--- src/shared/ssmx_pkg.sv ---
// Package: constants, encodings and register map of the state-move executor
package ssmx_pkg;

  // Instruction field positions
  localparam int unsigned F_RT_LSB = 0;     // Register index field [4:0]
  localparam int unsigned F_OP2_LSB = 5;    // Second opcode [7:5]
  localparam int unsigned F_CRM_LSB = 8;    // m-field [11:8]
  localparam int unsigned F_CRN_LSB = 12;   // n-field [15:12]
  localparam int unsigned F_OP1_LSB = 16;   // First opcode [18:16]
  localparam int unsigned F_O0_BIT = 19;    // Space-select bit
  localparam int unsigned F_DIR_BIT = 21;   // Direction bit (0 = write)

  // Fixed opcode patterns
  localparam logic [12:0] IMM_TOP = 13'h1AA0;   // Bits [31:19] of the immediate form
  localparam logic [3:0] IMM_CRN = 4'h4;        // Bits [15:12] of the immediate form
  localparam logic [4:0] IMM_RT = 5'h1F;        // Bits [4:0] of the immediate form
  localparam logic [11:0] REG_TOP = 12'hD51;    // Bits [31:20] single-register write
  localparam logic [11:0] PAIR_TOP = 12'hD55;   // Bits [31:20] register-pair write

  // First/second opcode combinations of the immediate form
  localparam logic [5:0] SEL_UAO = 6'h03;
  localparam logic [5:0] SEL_PAN = 6'h04;
  localparam logic [5:0] SEL_SP = 6'h05;
  localparam logic [5:0] SEL_ALLPM = 6'h08;
  localparam logic [5:0] SEL_SPECULATIVE_BYPASS_SAFE = 6'h19;
  localparam logic [5:0] SEL_DIT = 6'h1A;
  localparam logic [5:0] SEL_TCO = 6'h1C;
  localparam logic [5:0] SEL_MSET = 6'h1E;
  localparam logic [5:0] SEL_MCLR = 6'h1F;

  // Privilege levels and space base
  localparam logic [1:0] LVL_USER = 2'h0;
  localparam logic [1:0] LVL_KERNEL = 2'h1;
  localparam logic [1:0] LVL_HYP = 2'h2;
  localparam logic [1:0] LVL_MON = 2'h3;
  localparam logic [1:0] SPACE_BASE = 2'h2;

  // Exception syndrome
  localparam logic [5:0] CLASS_SYSTRAP = 6'h18;

  // Processor-state flag slots
  localparam int unsigned NFLAG = 8;
  localparam int unsigned FL_SP = 0;
  localparam int unsigned FL_PAN = 1;
  localparam int unsigned FL_UAO = 2;
  localparam int unsigned FL_DIT = 3;
  localparam int unsigned FL_TCO = 4;
  localparam int unsigned FL_SPECULATIVE_BYPASS_SAFE = 5;
  localparam int unsigned FL_ALL_INTERRUPT_MASK = 6;
  localparam int unsigned FL_PM = 7;
  localparam logic [7:0] FLAG_RST = 8'h01;   // Stack select starts at 1
  localparam logic [3:0] MASK_RST = 4'hF;    // All four exception masks set

  // Register map (byte addresses)
  localparam logic [11:0] ADDR_CTRL = 12'h000;
  localparam logic [11:0] ADDR_STATUS = 12'h004;
  localparam logic [11:0] ADDR_COUNT = 12'h008;
  localparam logic [31:0] CTRL_RST = 32'h00003FE1;

  // Control register fields
  localparam int unsigned C_LVL_LSB = 0;
  localparam int unsigned C_SECURE = 2;
  localparam int unsigned C_HCFG_EN = 3;
  localparam int unsigned C_TRAP_ALL_INT_MASK_WRITE = 4;
  localparam int unsigned C_VHE = 5;
  localparam int unsigned C_SR128 = 6;
  localparam int unsigned C_NMI = 7;
  localparam int unsigned C_EBEP = 8;
  localparam int unsigned C_UAO = 9;
  localparam int unsigned C_PAN = 10;
  localparam int unsigned C_DIT = 11;
  localparam int unsigned C_MTE = 12;
  localparam int unsigned C_SPECULATIVE_BYPASS_SAFE = 13;

  // Status register fields
  localparam int unsigned S_MASK_LSB = 0;
  localparam int unsigned S_FLAG_LSB = 4;

  // Decoded instruction form
  typedef enum logic [1:0] {
    SSMX_FORM_OTHER,
    SSMX_FORM_IMM,
    SSMX_FORM_REG,
    SSMX_FORM_PAIR
  } ssmx_form_t;

endpackage : ssmx_pkg

--- src/shared/ssmx_flag_if.sv ---
// Interface: write strobes and state of the processor-state flag bank
`timescale 1ns/1ps
interface ssmx_flag_if;
  logic [ssmx_pkg::NFLAG-1:0] wr_en;  // One strobe per flag
  logic wr_val;                       // Value written to every strobed flag
  logic [ssmx_pkg::NFLAG-1:0] state;  // Current flag values

  modport owner (input wr_en, input wr_val, output state);
  modport user (output wr_en, output wr_val, input state);
endinterface : ssmx_flag_if

--- src/hdl/ssmx_flag_bank.sv ---
// Module: bank of single-bit processor-state flags with per-bit write strobes
`timescale 1ns/1ps
module ssmx_flag_bank #(
  parameter int unsigned N = 8,
  parameter logic [N-1:0] RST_VAL = '0
) (
  // Clock and reset
  input wire logic i_clk,
  input wire logic i_rst,
  // Flag access
  ssmx_flag_if.owner flags
);

  // One flop per flag; only strobed bits change
  for (genvar g = 0; g < N; g++) begin : g_flag
    always_ff @(posedge i_clk) begin
      if (i_rst) begin
        flags.state[g] <= RST_VAL[g];
      end else if (flags.wr_en[g]) begin
        flags.state[g] <= flags.wr_val;
      end
    end
  end

endmodule : ssmx_flag_bank

--- src/hdl/ssmx_top.sv ---
// Module: decode and execution of the processor-state and system-register write forms
//
// Contract
// RQ1 - Mask-set ORs immediate bits into masks
// RQ2 - Mask-clear clears masks where immediate bit set
// RQ3 - Stack select loads immediate bit 0
// RQ4 - Single flags written from immediate bit 0
// RQ5 - Unprivileged override written from immediate bit 0
// RQ6 - All-interrupt write traps under hypervisor control
// RQ7 - Register write sends full 64-bit source
// RQ8 - Target chosen by space:op1:n:m:op2
// RQ9 - Register space is two plus space bit
// RQ10 - Opcode fields are 3-bit unsigned
// RQ11 - n and m selectors are 4-bit
// RQ12 - Access check precedes every register write
// RQ13 - Pair undefined without feature or odd index
// RQ14 - Pair writes 128 bits from two registers
// RQ15 - Second source index is index plus one
// RQ16 - Opcodes 011/110 select mask-set
// RQ17 - Opcodes 011/111 select mask-clear
// RQ18 - Opcodes 000/101 select stack select
// RQ19 - Undefined below minimum level or non-secure
// RQ20 - Faults signal exception, change no state
// RQ21 - Pipeline presents word and sources together
`timescale 1ns/1ps
module ssmx_top (
  // Clock and reset
  input wire logic I_MCLK,
  input wire logic I_SYS_RST,
  // APB register port
  input wire logic I_PSEL,
  input wire logic I_PENABLE,
  input wire logic I_PWRITE,
  input wire logic [11:0] I_PADDR,
  input wire logic [31:0] I_PWDATA,
  input wire logic [3:0] I_PSTRB,
  output logic [31:0] O_PRDATA,
  output logic O_PREADY,
  output logic O_PSLVERR,
  // Instruction from the pipeline
  input wire logic I_INSTR_VALID,
  input wire logic [31:0] I_INSTR,
  input wire logic [63:0] I_SRC_LO,
  input wire logic [63:0] I_SRC_HI,
  output logic [4:0] O_SRC_LO_IDX,
  output logic [4:0] O_SRC_HI_IDX,
  // Access checks answered by the exception unit in the same cycle
  output logic O_CHK_REQ,
  output logic [14:0] O_CHK_ENC,
  output logic [4:0] O_CHK_IDX,
  output logic O_CHK_DIR,
  output logic O_MCHK_REQ,
  input wire logic I_CHK_DENY,
  input wire logic I_MCHK_DENY,
  input wire logic [5:0] I_CHK_CLASS,
  input wire logic [1:0] I_CHK_LEVEL,
  // Completion and exception report
  output logic O_DONE,
  output logic O_EXC_VALID,
  output logic O_EXC_UNDEF,
  output logic O_EXC_TRAP,
  output logic [5:0] O_EXC_CLASS,
  output logic [1:0] O_EXC_LEVEL,
  // System register file write
  output logic O_SR_WR,
  output logic O_SR_PAIR,
  output logic [1:0] O_SR_SPACE,
  output logic [14:0] O_SR_ENC,
  output logic [127:0] O_SR_WDATA,
  // Processor state
  output logic [3:0] O_MASKS,
  output logic [ssmx_pkg::NFLAG-1:0] O_FLAGS
);

  // Instruction fields
  logic o0;              // Space-select bit
  logic [2:0] op1;       // First opcode, 0..7
  logic [2:0] op2;       // Second opcode, 0..7
  logic [3:0] crn;       // n-field, 0..15
  logic [3:0] crm;       // m-field and 4-bit immediate, 0..15
  logic [4:0] rt;        // Register index
  logic [5:0] opsel;     // op1:op2 for the immediate form
  ssmx_pkg::ssmx_form_t form;

  // Configuration and state
  logic [31:0] ctrl;     // Software controlled level, security and features
  logic [3:0] masks;     // Debug, SError, IRQ, FIQ masks (bits 3..0)
  logic [15:0] wr_count; // Completed writes
  logic [15:0] exc_count;// Raised exceptions
  logic [1:0] cur_lvl;

  // Decode results
  logic undef;
  logic trap;
  logic [5:0] trap_class;
  logic [1:0] trap_lvl;
  logic [1:0] min_lvl;
  logic need_secure;
  logic sr_go;
  logic mask_go;
  logic [3:0] next_masks;
  logic [ssmx_pkg::NFLAG-1:0] flag_wr;
  logic commit;          // Instruction completes without a fault

  ssmx_flag_if flag_bus ();

  // Field extraction; widths fix the opcode and selector ranges
  assign o0 = I_INSTR[ssmx_pkg::F_O0_BIT];
  assign op1 = I_INSTR[ssmx_pkg::F_OP1_LSB +: 3];  // see RQ10
  assign op2 = I_INSTR[ssmx_pkg::F_OP2_LSB +: 3];  // see RQ10
  assign crn = I_INSTR[ssmx_pkg::F_CRN_LSB +: 4];  // see RQ11
  assign crm = I_INSTR[ssmx_pkg::F_CRM_LSB +: 4];  // see RQ11
  assign rt = I_INSTR[ssmx_pkg::F_RT_LSB +: 5];
  assign opsel = {op1, op2};
  assign cur_lvl = ctrl[ssmx_pkg::C_LVL_LSB +: 2];

  // Source indices the pipeline reads; pair partner is index plus one
  assign O_SRC_LO_IDX = rt;
  assign O_SRC_HI_IDX = rt + 5'h01;  // see RQ15

  // Form recognition on the fixed opcode bits
  always_comb begin
    if (I_INSTR[31:19] == ssmx_pkg::IMM_TOP && crn == ssmx_pkg::IMM_CRN &&
        rt == ssmx_pkg::IMM_RT) begin
      form = ssmx_pkg::SSMX_FORM_IMM;
    end else if (I_INSTR[31:20] == ssmx_pkg::REG_TOP) begin
      form = ssmx_pkg::SSMX_FORM_REG;
    end else if (I_INSTR[31:20] == ssmx_pkg::PAIR_TOP) begin
      form = ssmx_pkg::SSMX_FORM_PAIR;
    end else begin
      form = ssmx_pkg::SSMX_FORM_OTHER;
    end
  end

  // Minimum privilege per first opcode for the immediate form
  always_comb begin
    need_secure = 1'b0;
    case (op1)
      3'h0, 3'h1, 3'h2: begin
        min_lvl = ssmx_pkg::LVL_KERNEL;
      end
      3'h3: begin
        min_lvl = ssmx_pkg::LVL_USER;
      end
      3'h4, 3'h5: begin
        min_lvl = ssmx_pkg::LVL_HYP;
      end
      3'h6: begin
        min_lvl = ssmx_pkg::LVL_MON;
      end
      default: begin
        min_lvl = ssmx_pkg::LVL_KERNEL;
        need_secure = 1'b1;
      end
    endcase
  end

  // Access check requests go out combinationally; the answer returns this cycle
  assign O_CHK_REQ = I_INSTR_VALID && form != ssmx_pkg::SSMX_FORM_OTHER;  // see RQ12
  assign O_CHK_ENC = {o0, op1, crn, crm, op2};  // see RQ8
  assign O_CHK_IDX = rt;
  assign O_CHK_DIR = I_INSTR[ssmx_pkg::F_DIR_BIT];
  assign O_MCHK_REQ = I_INSTR_VALID && form == ssmx_pkg::SSMX_FORM_IMM &&
                      (opsel == ssmx_pkg::SEL_MSET || opsel == ssmx_pkg::SEL_MCLR);

  // Main decode: fault classification and the effect of a clean instruction
  always_comb begin
    undef = 1'b0;
    trap = 1'b0;
    trap_class = I_CHK_CLASS;
    trap_lvl = I_CHK_LEVEL;
    sr_go = 1'b0;
    mask_go = 1'b0;
    next_masks = masks;
    flag_wr = '0;
    case (form)
      ssmx_pkg::SSMX_FORM_IMM: begin
        // Level and security gate comes before field selection
        if (cur_lvl < min_lvl || (need_secure && !ctrl[ssmx_pkg::C_SECURE])) begin
          undef = 1'b1;  // see RQ19
        end else if (op1 == 3'h5 && !ctrl[ssmx_pkg::C_VHE]) begin
          undef = 1'b1;
        end else if (I_CHK_DENY) begin
          trap = 1'b1;
        end else begin
          case (opsel)
            ssmx_pkg::SEL_SP: begin
              flag_wr[ssmx_pkg::FL_SP] = 1'b1;  // see RQ18 see RQ3
            end
            ssmx_pkg::SEL_UAO: begin
              undef = !ctrl[ssmx_pkg::C_UAO];
              flag_wr[ssmx_pkg::FL_UAO] = ctrl[ssmx_pkg::C_UAO];  // see RQ5
            end
            ssmx_pkg::SEL_PAN: begin
              undef = !ctrl[ssmx_pkg::C_PAN];
              flag_wr[ssmx_pkg::FL_PAN] = ctrl[ssmx_pkg::C_PAN];  // see RQ4
            end
            ssmx_pkg::SEL_DIT: begin
              undef = !ctrl[ssmx_pkg::C_DIT];
              flag_wr[ssmx_pkg::FL_DIT] = ctrl[ssmx_pkg::C_DIT];  // see RQ4
            end
            ssmx_pkg::SEL_TCO: begin
              undef = !ctrl[ssmx_pkg::C_MTE];
              flag_wr[ssmx_pkg::FL_TCO] = ctrl[ssmx_pkg::C_MTE];  // see RQ4
            end
            ssmx_pkg::SEL_SPECULATIVE_BYPASS_SAFE: begin
              undef = !ctrl[ssmx_pkg::C_SPECULATIVE_BYPASS_SAFE];
              flag_wr[ssmx_pkg::FL_SPECULATIVE_BYPASS_SAFE] = ctrl[ssmx_pkg::C_SPECULATIVE_BYPASS_SAFE];  // see RQ4
            end
            ssmx_pkg::SEL_ALLPM: begin
              // Upper m-field bits pick all-interrupt mask or monitor mask
              if (crm[3:1] == 3'h0 && ctrl[ssmx_pkg::C_NMI]) begin
                if (cur_lvl == ssmx_pkg::LVL_KERNEL && ctrl[ssmx_pkg::C_HCFG_EN] &&
                    ctrl[ssmx_pkg::C_TRAP_ALL_INT_MASK_WRITE] && crm[0]) begin
                  trap = 1'b1;  // see RQ6
                  trap_class = ssmx_pkg::CLASS_SYSTRAP;
                  trap_lvl = ssmx_pkg::LVL_HYP;
                end else begin
                  flag_wr[ssmx_pkg::FL_ALL_INTERRUPT_MASK] = 1'b1;  // see RQ6
                end
              end else if (crm[3:1] == 3'h1 && ctrl[ssmx_pkg::C_EBEP]) begin
                flag_wr[ssmx_pkg::FL_PM] = 1'b1;  // see RQ4
              end else begin
                undef = 1'b1;
              end
            end
            ssmx_pkg::SEL_MSET: begin
              // Mask access check first, then OR the immediate in
              if (I_MCHK_DENY) begin
                trap = 1'b1;
              end else begin
                mask_go = 1'b1;  // see RQ16
                next_masks = masks | crm;  // see RQ1
              end
            end
            ssmx_pkg::SEL_MCLR: begin
              if (I_MCHK_DENY) begin
                trap = 1'b1;
              end else begin
                mask_go = 1'b1;  // see RQ17
                next_masks = masks & ~crm;  // see RQ2
              end
            end
            default: begin
              // Reserved and unsupported selections, flag-manipulation forms too
              undef = 1'b1;
            end
          endcase
        end
      end
      ssmx_pkg::SSMX_FORM_REG: begin
        if (I_CHK_DENY) begin
          trap = 1'b1;  // see RQ12
        end else begin
          sr_go = 1'b1;
        end
      end
      ssmx_pkg::SSMX_FORM_PAIR: begin
        // Feature and alignment are decode faults and beat the access check
        if (!ctrl[ssmx_pkg::C_SR128] || rt[0]) begin
          undef = 1'b1;  // see RQ13
        end else if (I_CHK_DENY) begin
          trap = 1'b1;  // see RQ12
        end else begin
          sr_go = 1'b1;
        end
      end
      default: begin
        undef = 1'b1;
      end
    endcase
  end

  // A fault suppresses every state write
  assign commit = I_INSTR_VALID && !undef && !trap;  // see RQ20

  // Flag bank writes only on a clean immediate instruction
  assign flag_bus.wr_en = commit ? flag_wr : '0;  // see RQ20
  assign flag_bus.wr_val = crm[0];  // see RQ3 see RQ4 see RQ5

  ssmx_flag_bank #(
    .N(ssmx_pkg::NFLAG),
    .RST_VAL(ssmx_pkg::FLAG_RST)
  ) u_flags (
    .i_clk(I_MCLK),
    .i_rst(I_SYS_RST),
    .flags(flag_bus.owner)
  );

  assign O_FLAGS = flag_bus.state;
  assign O_MASKS = masks;

  // Exception masks
  always_ff @(posedge I_MCLK) begin
    if (I_SYS_RST) begin
      masks <= ssmx_pkg::MASK_RST;
    end else if (commit && mask_go) begin
      masks <= next_masks;  // see RQ1 see RQ2
    end
  end

  // Completion and exception report, one cycle after the instruction
  always_ff @(posedge I_MCLK) begin
    if (I_SYS_RST) begin
      O_DONE <= 1'b0;
      O_EXC_VALID <= 1'b0;
      O_EXC_UNDEF <= 1'b0;
      O_EXC_TRAP <= 1'b0;
      O_EXC_CLASS <= 6'h00;
      O_EXC_LEVEL <= 2'h0;
    end else begin
      O_DONE <= I_INSTR_VALID;
      O_EXC_VALID <= I_INSTR_VALID && (undef || trap);  // see RQ20
      O_EXC_UNDEF <= I_INSTR_VALID && undef;
      O_EXC_TRAP <= I_INSTR_VALID && trap && !undef;
      O_EXC_CLASS <= (I_INSTR_VALID && trap && !undef) ? trap_class : 6'h00;
      O_EXC_LEVEL <= (I_INSTR_VALID && trap && !undef) ? trap_lvl : 2'h0;
    end
  end

  // System register write port; data held until the next write
  always_ff @(posedge I_MCLK) begin
    if (I_SYS_RST) begin
      O_SR_WR <= 1'b0;
      O_SR_PAIR <= 1'b0;
      O_SR_SPACE <= 2'h0;
      O_SR_ENC <= 15'h0000;
      O_SR_WDATA <= 128'h0;
    end else begin
      O_SR_WR <= commit && sr_go;
      O_SR_PAIR <= commit && sr_go && form == ssmx_pkg::SSMX_FORM_PAIR;
      if (commit && sr_go) begin
        O_SR_SPACE <= ssmx_pkg::SPACE_BASE + {1'b0, o0};  // see RQ9
        O_SR_ENC <= {o0, op1, crn, crm, op2};  // see RQ8
        if (form == ssmx_pkg::SSMX_FORM_PAIR) begin
          O_SR_WDATA <= {I_SRC_HI, I_SRC_LO};  // see RQ14 see RQ21
        end else begin
          O_SR_WDATA <= {64'h0, I_SRC_LO};  // see RQ7
        end
      end
    end
  end

  // Activity counters, wrap silently
  always_ff @(posedge I_MCLK) begin
    if (I_SYS_RST) begin
      wr_count <= 16'h0000;
      exc_count <= 16'h0000;
    end else begin
      if (commit) begin
        wr_count <= wr_count + 16'h0001;
      end
      if (I_INSTR_VALID && (undef || trap)) begin
        exc_count <= exc_count + 16'h0001;
      end
    end
  end

  // APB: zero wait states; reads are captured in the setup cycle
  logic apb_setup;
  logic apb_access;
  logic addr_ok;

  assign apb_setup = I_PSEL && !I_PENABLE;
  assign apb_access = I_PSEL && I_PENABLE;
  assign addr_ok = I_PADDR == ssmx_pkg::ADDR_CTRL || I_PADDR == ssmx_pkg::ADDR_STATUS ||
                   I_PADDR == ssmx_pkg::ADDR_COUNT;
  assign O_PREADY = 1'b1;
  assign O_PSLVERR = apb_access && !addr_ok;

  // Control register, byte lanes honoured; status and counters are read-only
  always_ff @(posedge I_MCLK) begin
    if (I_SYS_RST) begin
      ctrl <= ssmx_pkg::CTRL_RST;
    end else if (apb_access && I_PWRITE && I_PADDR == ssmx_pkg::ADDR_CTRL) begin
      for (int b = 0; b < 4; b++) begin
        if (I_PSTRB[b]) begin
          ctrl[b*8 +: 8] <= I_PWDATA[b*8 +: 8];
        end
      end
    end
  end

  // Read data register; unmapped addresses read zero
  always_ff @(posedge I_MCLK) begin
    if (I_SYS_RST) begin
      O_PRDATA <= 32'h00000000;
    end else if (apb_setup) begin
      case (I_PADDR)
        ssmx_pkg::ADDR_CTRL: begin
          O_PRDATA <= ctrl;
        end
        ssmx_pkg::ADDR_STATUS: begin
          O_PRDATA <= {20'h00000, flag_bus.state, masks};
        end
        ssmx_pkg::ADDR_COUNT: begin
          O_PRDATA <= {exc_count, wr_count};
        end
        default: begin
          O_PRDATA <= 32'h00000000;
        end
      endcase
    end
  end

endmodule : ssmx_top

--- config.mk ---
export PLATFORM = sky130hd
export DESIGN_NAME = ssmx_top
export DESIGN_NICKNAME = d
export VERILOG_FILES = /design/src/shared/ssmx_pkg.sv /design/src/shared/ssmx_flag_if.sv /design/src/hdl/ssmx_flag_bank.sv /design/src/hdl/ssmx_top.sv
export SDC_FILE = /design/constraint.sdc
export NUM_CORES = 1
export LEC_CHECK = 0
export BUFFER_PORTS_ARGS = -buffer_cell sky130_fd_sc_hd__buf_2
export CAP_MARGIN = 25
export CORE_AREA = 4 4 179 181
export DETAILED_ROUTE_END_ITERATION = 8
export DIE_AREA = 0 0 183 185
export GPL_TIMING_DRIVEN = 0
export PLACE_DENSITY = 0.66
export SYNTH_ARGS = -nofsm -noshare
export SYNTH_HDL_FRONTEND = slang
export SYNTH_SLANG_ARGS = --single-unit
export TNS_END_PERCENT = 10
--- constraint.sdc ---
create_clock -name I_MCLK -period 4.2 [get_ports I_MCLK]
set_input_delay 0.63 -clock I_MCLK [delete_from_list [all_inputs] [get_ports I_MCLK]]
set_output_delay 0.63 -clock I_MCLK [all_outputs]
set_load 0.05 [all_outputs]
==> results.json, run 1 <==
{
  "synth.top_cell.area_share_pct": 45.9,
  "grt_pass1_wl_um": 65800,
  "drive_gt1_share_pct": 31.0,
  "drt-pass1-iter-count": 5,
  "crit_type": "in2reg",
  "setup_ws_ps": 1120,
  "num_rows": 64,
  "viasPerCell": 5.17,
  "cts_buffer_depth": 3,
  "min_period_ps": 3080,
  "setup_viol": 0,
  "cts-root-buf": "clkbuf_16",
  "cts.htree.levels": 1,
  "cts_setup_buffers": 0,
  "vias": 12000,
  "worst-path-max-fanout": 10,
  "grt_usage_pct": 24.3,
  "synthCells": 1408,
  "r2r_slack_ps": 1320,
  "yosys_most_used_dff": "dfxtp_1",
  "yosys_register_bits": 266,
  "slowest_delay_ps": 850,
  "overflow": 0,
  "worstSkewPairLatency_ps": 550,
  "cts_resized": 0,
  "grt_pass1_vias": 11800,
  "powerDensity_nw_per_um2": 373,
  "synth.avg_cell_area_um2": 8.23,
  "totalWireLength_um": 43200,
  "crit_chain": "buf_2, nor4b_2, nand4_2, nor3_2, clkbuf_1, buf_1, nand2_1, a21oi_1",
  "synthesis.area_um2": 11600,
  "fp.dieH_um": 185,
  "async_flop_share_pct": 0,
  "fin_cells": 2316,
  "portBuffers": 453,
  "setup_tns_ps": 0,
  "critPathBufInv": 3,
  "vdd_drop_max_mv": 0.256,
  "fp.dieW_um": 183,
  "path_clk_slew_ps": 60,
  "p_leak_nw": 6.61,
  "report.final.slew_viol_count": 0,
  "yosysWarnings": 0,
  "cp-end-kind": "flop",
  "finalNetCount": 2122,
  "rsz0062_at_grt": "no",
  "outcome": "completed",
  "pin_count": 462,
  "critPathTopFamily": "simple AND/OR/NAND/NOR gates",
  "synth.distinct_cells": 70,
  "rr_worst_depth": 7,
  "coreArea_um2": 30400,
  "drv_cap": 0,
  "finalHoldViolCount": 0,
  "r2r_start": "ctrl[6]$_SDFFE_PP1P_",
  "fin_crit_sh_pct": 73.3,
  "path_depth": 8,
  "synthTopCellsByArea": "dfxtp_1 46%, nand2_1 9.5%, a21oi_1 7.9%",
  "crit_end": "O_SR_WDATA[59]$_SDFFE_PP0P_",
  "syn_to_final_growth_pct": 33.3,
  "clock.fmax_mhz": 325,
  "critPathLaunch": "I_INSTR[21]",
  "ant_nets": 0,
  "drt_iter0_drc": 727,
  "start_util_pct": 38.1,
  "cts-hold-fix-buffers": 0,
  "placedCellCount": 2257,
  "start_kind": "input port",
  "dieArea_um2": 33900,
  "numCtsBuffers": 30,
  "max_slew.worst_pin.slew_ps": 913,
  "syn_nets": 1637,
  "fin_total_pwr_mw": 5.76,
  "skew_ps": 12.2,
  "slowest_stage": "nor3_2",
  "wire_per_inst_um": 18.7,
  "slew_headroom_pct": 38.8,
  "cts.sinks": 266,
  "synth-edff-count": 0,
  "routabilityCongestion": 0.932,
  "crit_required_ps": 4670,
  "antenna_found_initial": 8,
  "dp_hpwl_um": 34400,
  "synth_top_area_cell": "dfxtp_1",
  "hp-class": "in2reg",
  "ys_seq_area_share_pct": 45.9,
  "drc_errors": 0,
  "cp.arrival_ps": 3550,
  "post-place-ws_ps": 568,
  "cts_tree": "done",
  "r2r-end": "O_SR_WDATA[59]$_SDFFE_PP0P_",
  "grt_start_max_net_pins": 15
}
==> report_power, final <==
part	switching (mW)	total (mW)	internal, mW
combinational	0.276	0.429	0.153
sequential	0.00378	2.53	2.53
clock	1.10	2.80	1.70
total	1.38	5.76	4.38
==> cell usage in the layout (no fill, tap or decap), types with 5 or more instances in the layout <==
cell,n
a2111oi_1,5
a211oi_1,8
a21oi_1,183
a22oi_1,32
and2_1,11
and3_1,12
buf_1,15
buf_2,459
buf_4,29
clkbuf_1,84
clkbuf_16,31
clkbuf_8,6
clkinv_2,6
clkinv_4,5
dfxtp_1,266
ha_1,5
inv_1,7
mux2_1,6
mux2_2,24
mux2i_1,47
nand2_1,292
nand2b_1,18
nand3_1,112
nand3b_1,8
nand4_1,9
nor2_1,98
nor2b_1,34
nor3_1,8
nor4_1,7
o21ai_0,15
==> per-stage QoR <==
stage	instance area (µm²)	utilization (%)	hold WS, ps
after floorplan	11600	-	436
after global placement	14400	47.2	436
after detailed placement	14400	47.2	440
after CTS	15400	50.7	256
after global routing	15400	50.7	273
final	15400	50.8	284
==> kinds of logic (layout without fill, tap and decap cells) <==
logic type	after synthesis	count (layout)	synth area share [%]
buf+inv	145	654	5.96
compound gates	276	276	14.4
mux	77	77	6.97
fa+ha+maj	5	5	0.540
other cells	1	4	0.0324
flops	266	266	45.9
simple gates	636	636	26.0
xor+xnor	2	2	0.151
==> routing by layer <==
layer	GRT usage, %	wire length [µm]
met5	0	60
met4	8.70	1670
met3	5.87	3620
met2	41.9	20700
met1	29.6	17100
==> worst min-delay path by stage <==
stage,from,endpoint,slack [ps],depth (start not counted)
after floorplan,ctrl[14]$_SDFFE_PP0P_,ctrl[14]$_SDFFE_PP0P_,440,2
after global placement,O_SR_WDATA[115]$_SDFFE_PP0P_,O_SR_WDATA[115]$_SDFFE_PP0P_,440,2
after detailed placement,O_SR_WDATA[97]$_SDFFE_PP0P_,O_SR_WDATA[97]$_SDFFE_PP0P_,440,2
after CTS,I_CHK_LEVEL[0],O_EXC_LEVEL[0]$_SDFF_PP0_,260,2
after global routing,I_CHK_CLASS[2],O_EXC_CLASS[2]$_SDFF_PP0_,270,2
final,I_CHK_LEVEL[0],O_EXC_LEVEL[0]$_SDFF_PP0_,280,2
==> worst reg2reg max path: stages, from the launching register on <==
cell	delay, ps
dfxtp_1	400
nor2b_1	140
o21ai_0	210
nor3_2	750
clkbuf_1	560
buf_1	490
nand2_1	110
a21oi_1	150
==> layout make-up <==
cell class	instances	area, µm²
Fill cell	2986	15000
Multi-Input combinational cell	997	5570
Sequential cell	266	5330
Timing Repair Buffer	453	2270
Clock buffer	37	858
Buffer	138	664
Tap cell	396	495
Clock inverter	19	225
Inverter	7	26.3
Antenna cell	3	7.51
==> registers in the layout (all words and copies together), names as in the netlist, 2 cells and up, named ones only <==
register             cells
exc_count               16
O_SR_SPACE               2
O_SR_WDATA             128
ctrl                    32
O_EXC_CLASS              6
O_SR_ENC                14
u_flags.flags.state      8
O_EXC_LEVEL              2
wr_count                16
O_PRDATA                32
==> synth_stat cells (all sizes together), types with 2 or more instances <==
| library cell | number |
|---|---|
| a2111oi | 9 |
| nor2 | 99 |
| clkbuf | 84 |
| and4bb | 2 |
| nor2b | 34 |
| and2 | 11 |
| o41ai | 2 |
| a211o | 4 |
| dfxtp | 266 |
| nand2b | 18 |
| a221o | 2 |
| and3 | 12 |
| mux2i | 47 |
| mux2 | 30 |
| or2 | 2 |
| nor3 | 10 |
| nand4 | 11 |
| nor4b | 4 |
| nand4b | 3 |
| nor4 | 7 |
| a2111o | 2 |
| nand3b | 8 |
| nor3b | 4 |
| o21a | 3 |
| buf | 54 |
| a211oi | 9 |
| nand2 | 292 |
| ha | 5 |
| nand3 | 112 |
| o21ai | 15 |
| a31oi | 3 |
| inv | 7 |
| a21oi | 184 |
| a22oi | 32 |
Power figures use the tool's default switching activity.
==> run 2: changes to the inputs <==
- CORE_AREA: 4 4 179 181 -> 4 4 178 180
- DIE_AREA: 0 0 183 185 -> 0 0 182 184
- PLACE_DENSITY: 0.66 -> 0.69
- clock period: 4.2 -> 2.6 ns (I/O delays scaled with it)
==> results.json, run 2 (same netlist as run 1, synthesis figures left out) <==
{
  "drc_errors": 0,
  "worstSkewPairLatency_ps": 540,
  "pin_count": 462,
  "coreArea_um2": 30200,
  "dp_hpwl_um": 34900,
  "grt_pass1_wl_um": 66100,
  "grt_pass1_vias": 11800,
  "finalNetCount": 2135,
  "drt_iter0_drc": 711,
  "cp-end-kind": "flop",
  "final_util_pct": 51.8,
  "grt_usage_pct": 24.6,
  "cts_buffer_depth": 3,
  "drive_gt1_share_pct": 32.0,
  "skew_ps": 18.6,
  "fin_crit_sh_pct": 99.9,
  "max_slew.worst_pin.slew_ps": 889,
  "fin_cells": 2325,
  "place_area_um2": 14400,
  "layout_commonest_cell": "buf_2",
  "dieArea_um2": 33500,
  "fillers": 2896,
  "grt_start_max_net_pins": 14,
  "routabilityCongestion": 0.935,
  "path_clk_slew_ps": 60,
  "placedCellCount": 2257,
  "syn_to_final_growth_pct": 34.9,
  "post-place-ws_ps": -700,
  "rsz0062_at_grt": "yes",
  "vias": 12000,
  "cts-hold-fix-buffers": 0,
  "finalHoldViolCount": 0,
  "wire_per_inst_um": 18.9,
  "num_rows": 64,
  "fp.dieH_um": 184,
  "min_period_ps": 2600,
  "cts.htree.levels": 1,
  "drt-pass1-iter-count": 6,
  "crit_required_ps": 3030,
  "crit_type": "reg2reg",
  "start_kind": "flop",
  "drv_cap": 0,
  "largest_reg_flops": 128,
  "vdd_drop_max_mv": 0.412,
  "cts.sinks": 266,
  "top_register": "O_SR_WDATA",
  "p_leak_nw": 6.68,
  "cts-root-buf": "clkbuf_16",
  "numCtsBuffers": 29,
  "fp.dieW_um": 182,
  "portBuffers": 453,
  "powerDensity_nw_per_um2": 584,
  "ant_nets": 0,
  "viasPerCell": 5.17,
  "report.final.slew_viol_count": 0,
  "start_util_pct": 38.4,
  "reg_top3": "O_SR_WDATA x128, O_PRDATA x32, ctrl x32",
  "setup_ws_ps": 1.67,
  "cts_tree": "done",
  "seq_area_um2": 5330,
  "worst-path-max-fanout": 6,
  "cp.arrival_ps": 3020,
  "setup_viol": 0,
  "overflow": 0,
  "multi_input_area_um2": 5710,
  "outcome": "completed",
  "totalWireLength_um": 44000,
  "antenna_found_initial": 7,
  "hp-class": "in2reg",
  "slew_headroom_pct": 40.7,
  "postLayoutCellArea_um2": 15600,
  "final_cell_mix": "454 x buf_2, 291 x nand2_1, 265 x dfxtp_1",
  "clock.fmax_mhz": 385
}
run 2: cell count changes in the layout (fill, tap and decap cells not counted), moves of 5 or more:
| cell | previous run | this run |
|---|---|---|
| buf_2 | 459 | 454 |
| buf_4 | 29 | 42 |
| clkbuf_2 | 0 | 7 |
| clkbuf_8 | 6 | 1 |
| clkinv_4 | 5 | 0 |
run 2: stage by stage:
step	hold WS [ps]	power, mW	setup TNS, ps
2_1_floorplan	436	4.55	-1420
3_3_place_gp	436	4.87	-94690
3_5_place_dp	440	4.87	-98350
4_1_cts	38.1	9.18	-48.0
5_1_grt	41.3	9.43	-448
6_report	55.0	9.13	0
run 2: worst paths after layout:
check | cells after the start | from | slack, ps | end
worst max-delay path | 10 | ctrl[1]$_SDFFE_PP0P_ | 2 | wr_count[10]$_SDFFE_PP0P_
worst min-delay path | 2 | I_CHK_CLASS[0] | 50 | O_EXC_CLASS[0]$_SDFF_PP0_
worst max register to register | 10 | ctrl[1]$_SDFFE_PP0P_ | 2 | wr_count[10]$_SDFFE_PP0P_
worst min register to register | 2 | O_SR_WDATA[86]$_SDFFE_PP0P_ | 450 | O_SR_WDATA[86]$_SDFFE_PP0P_
run 2: worst max-delay path: stages (launching register included):
cell	delay (ps)
dfxtp_4	360
ha_4	160
or2_4	230
o311ai_4	330
nor3_4	110
buf_4	160
a22o_4	260
buf_12	150
clkbuf_2	150
a211oi_1	200
mux2_2	360
run 2: where the power goes:
group          total [mW]  switching [mW]  internal, mW
sequential           4.09         0.00606          4.08
combinational       0.704           0.456         0.248
clock                4.34            1.68          2.66
total                9.13            2.14          6.99
run 2: metal layers:
layer  vias to the layer above  GRT usage [%]  part of all wire, %
met3                        75           5.34                  7.6
li1                       5804              -                    -
met5                         -              0                0.080
met2                       489           44.1                   50
met1                      5644           29.6                   39
met4                         8           7.02                  2.9
run 2: repair_timing:
item,in CTS,in global routing
endpoints found under the setup margin,118,102
pin swaps,1,8
cloned,0,1
resized for setup,4,29
setup buffers,2,14
run 2: area by class of cell:
type | count | share of cell area [%]
plain buffers | 136 | 4.31
repair buffers | 468 | 15.3
clock inverters | 16 | 1.54
clock buffers | 35 | 4.85
diodes | 3 | 0.0480
flip-flops and latches | 266 | 34.1
well taps | 396 | 3.17
inverters | 7 | 0.168
multi-input cells | 998 | 36.5
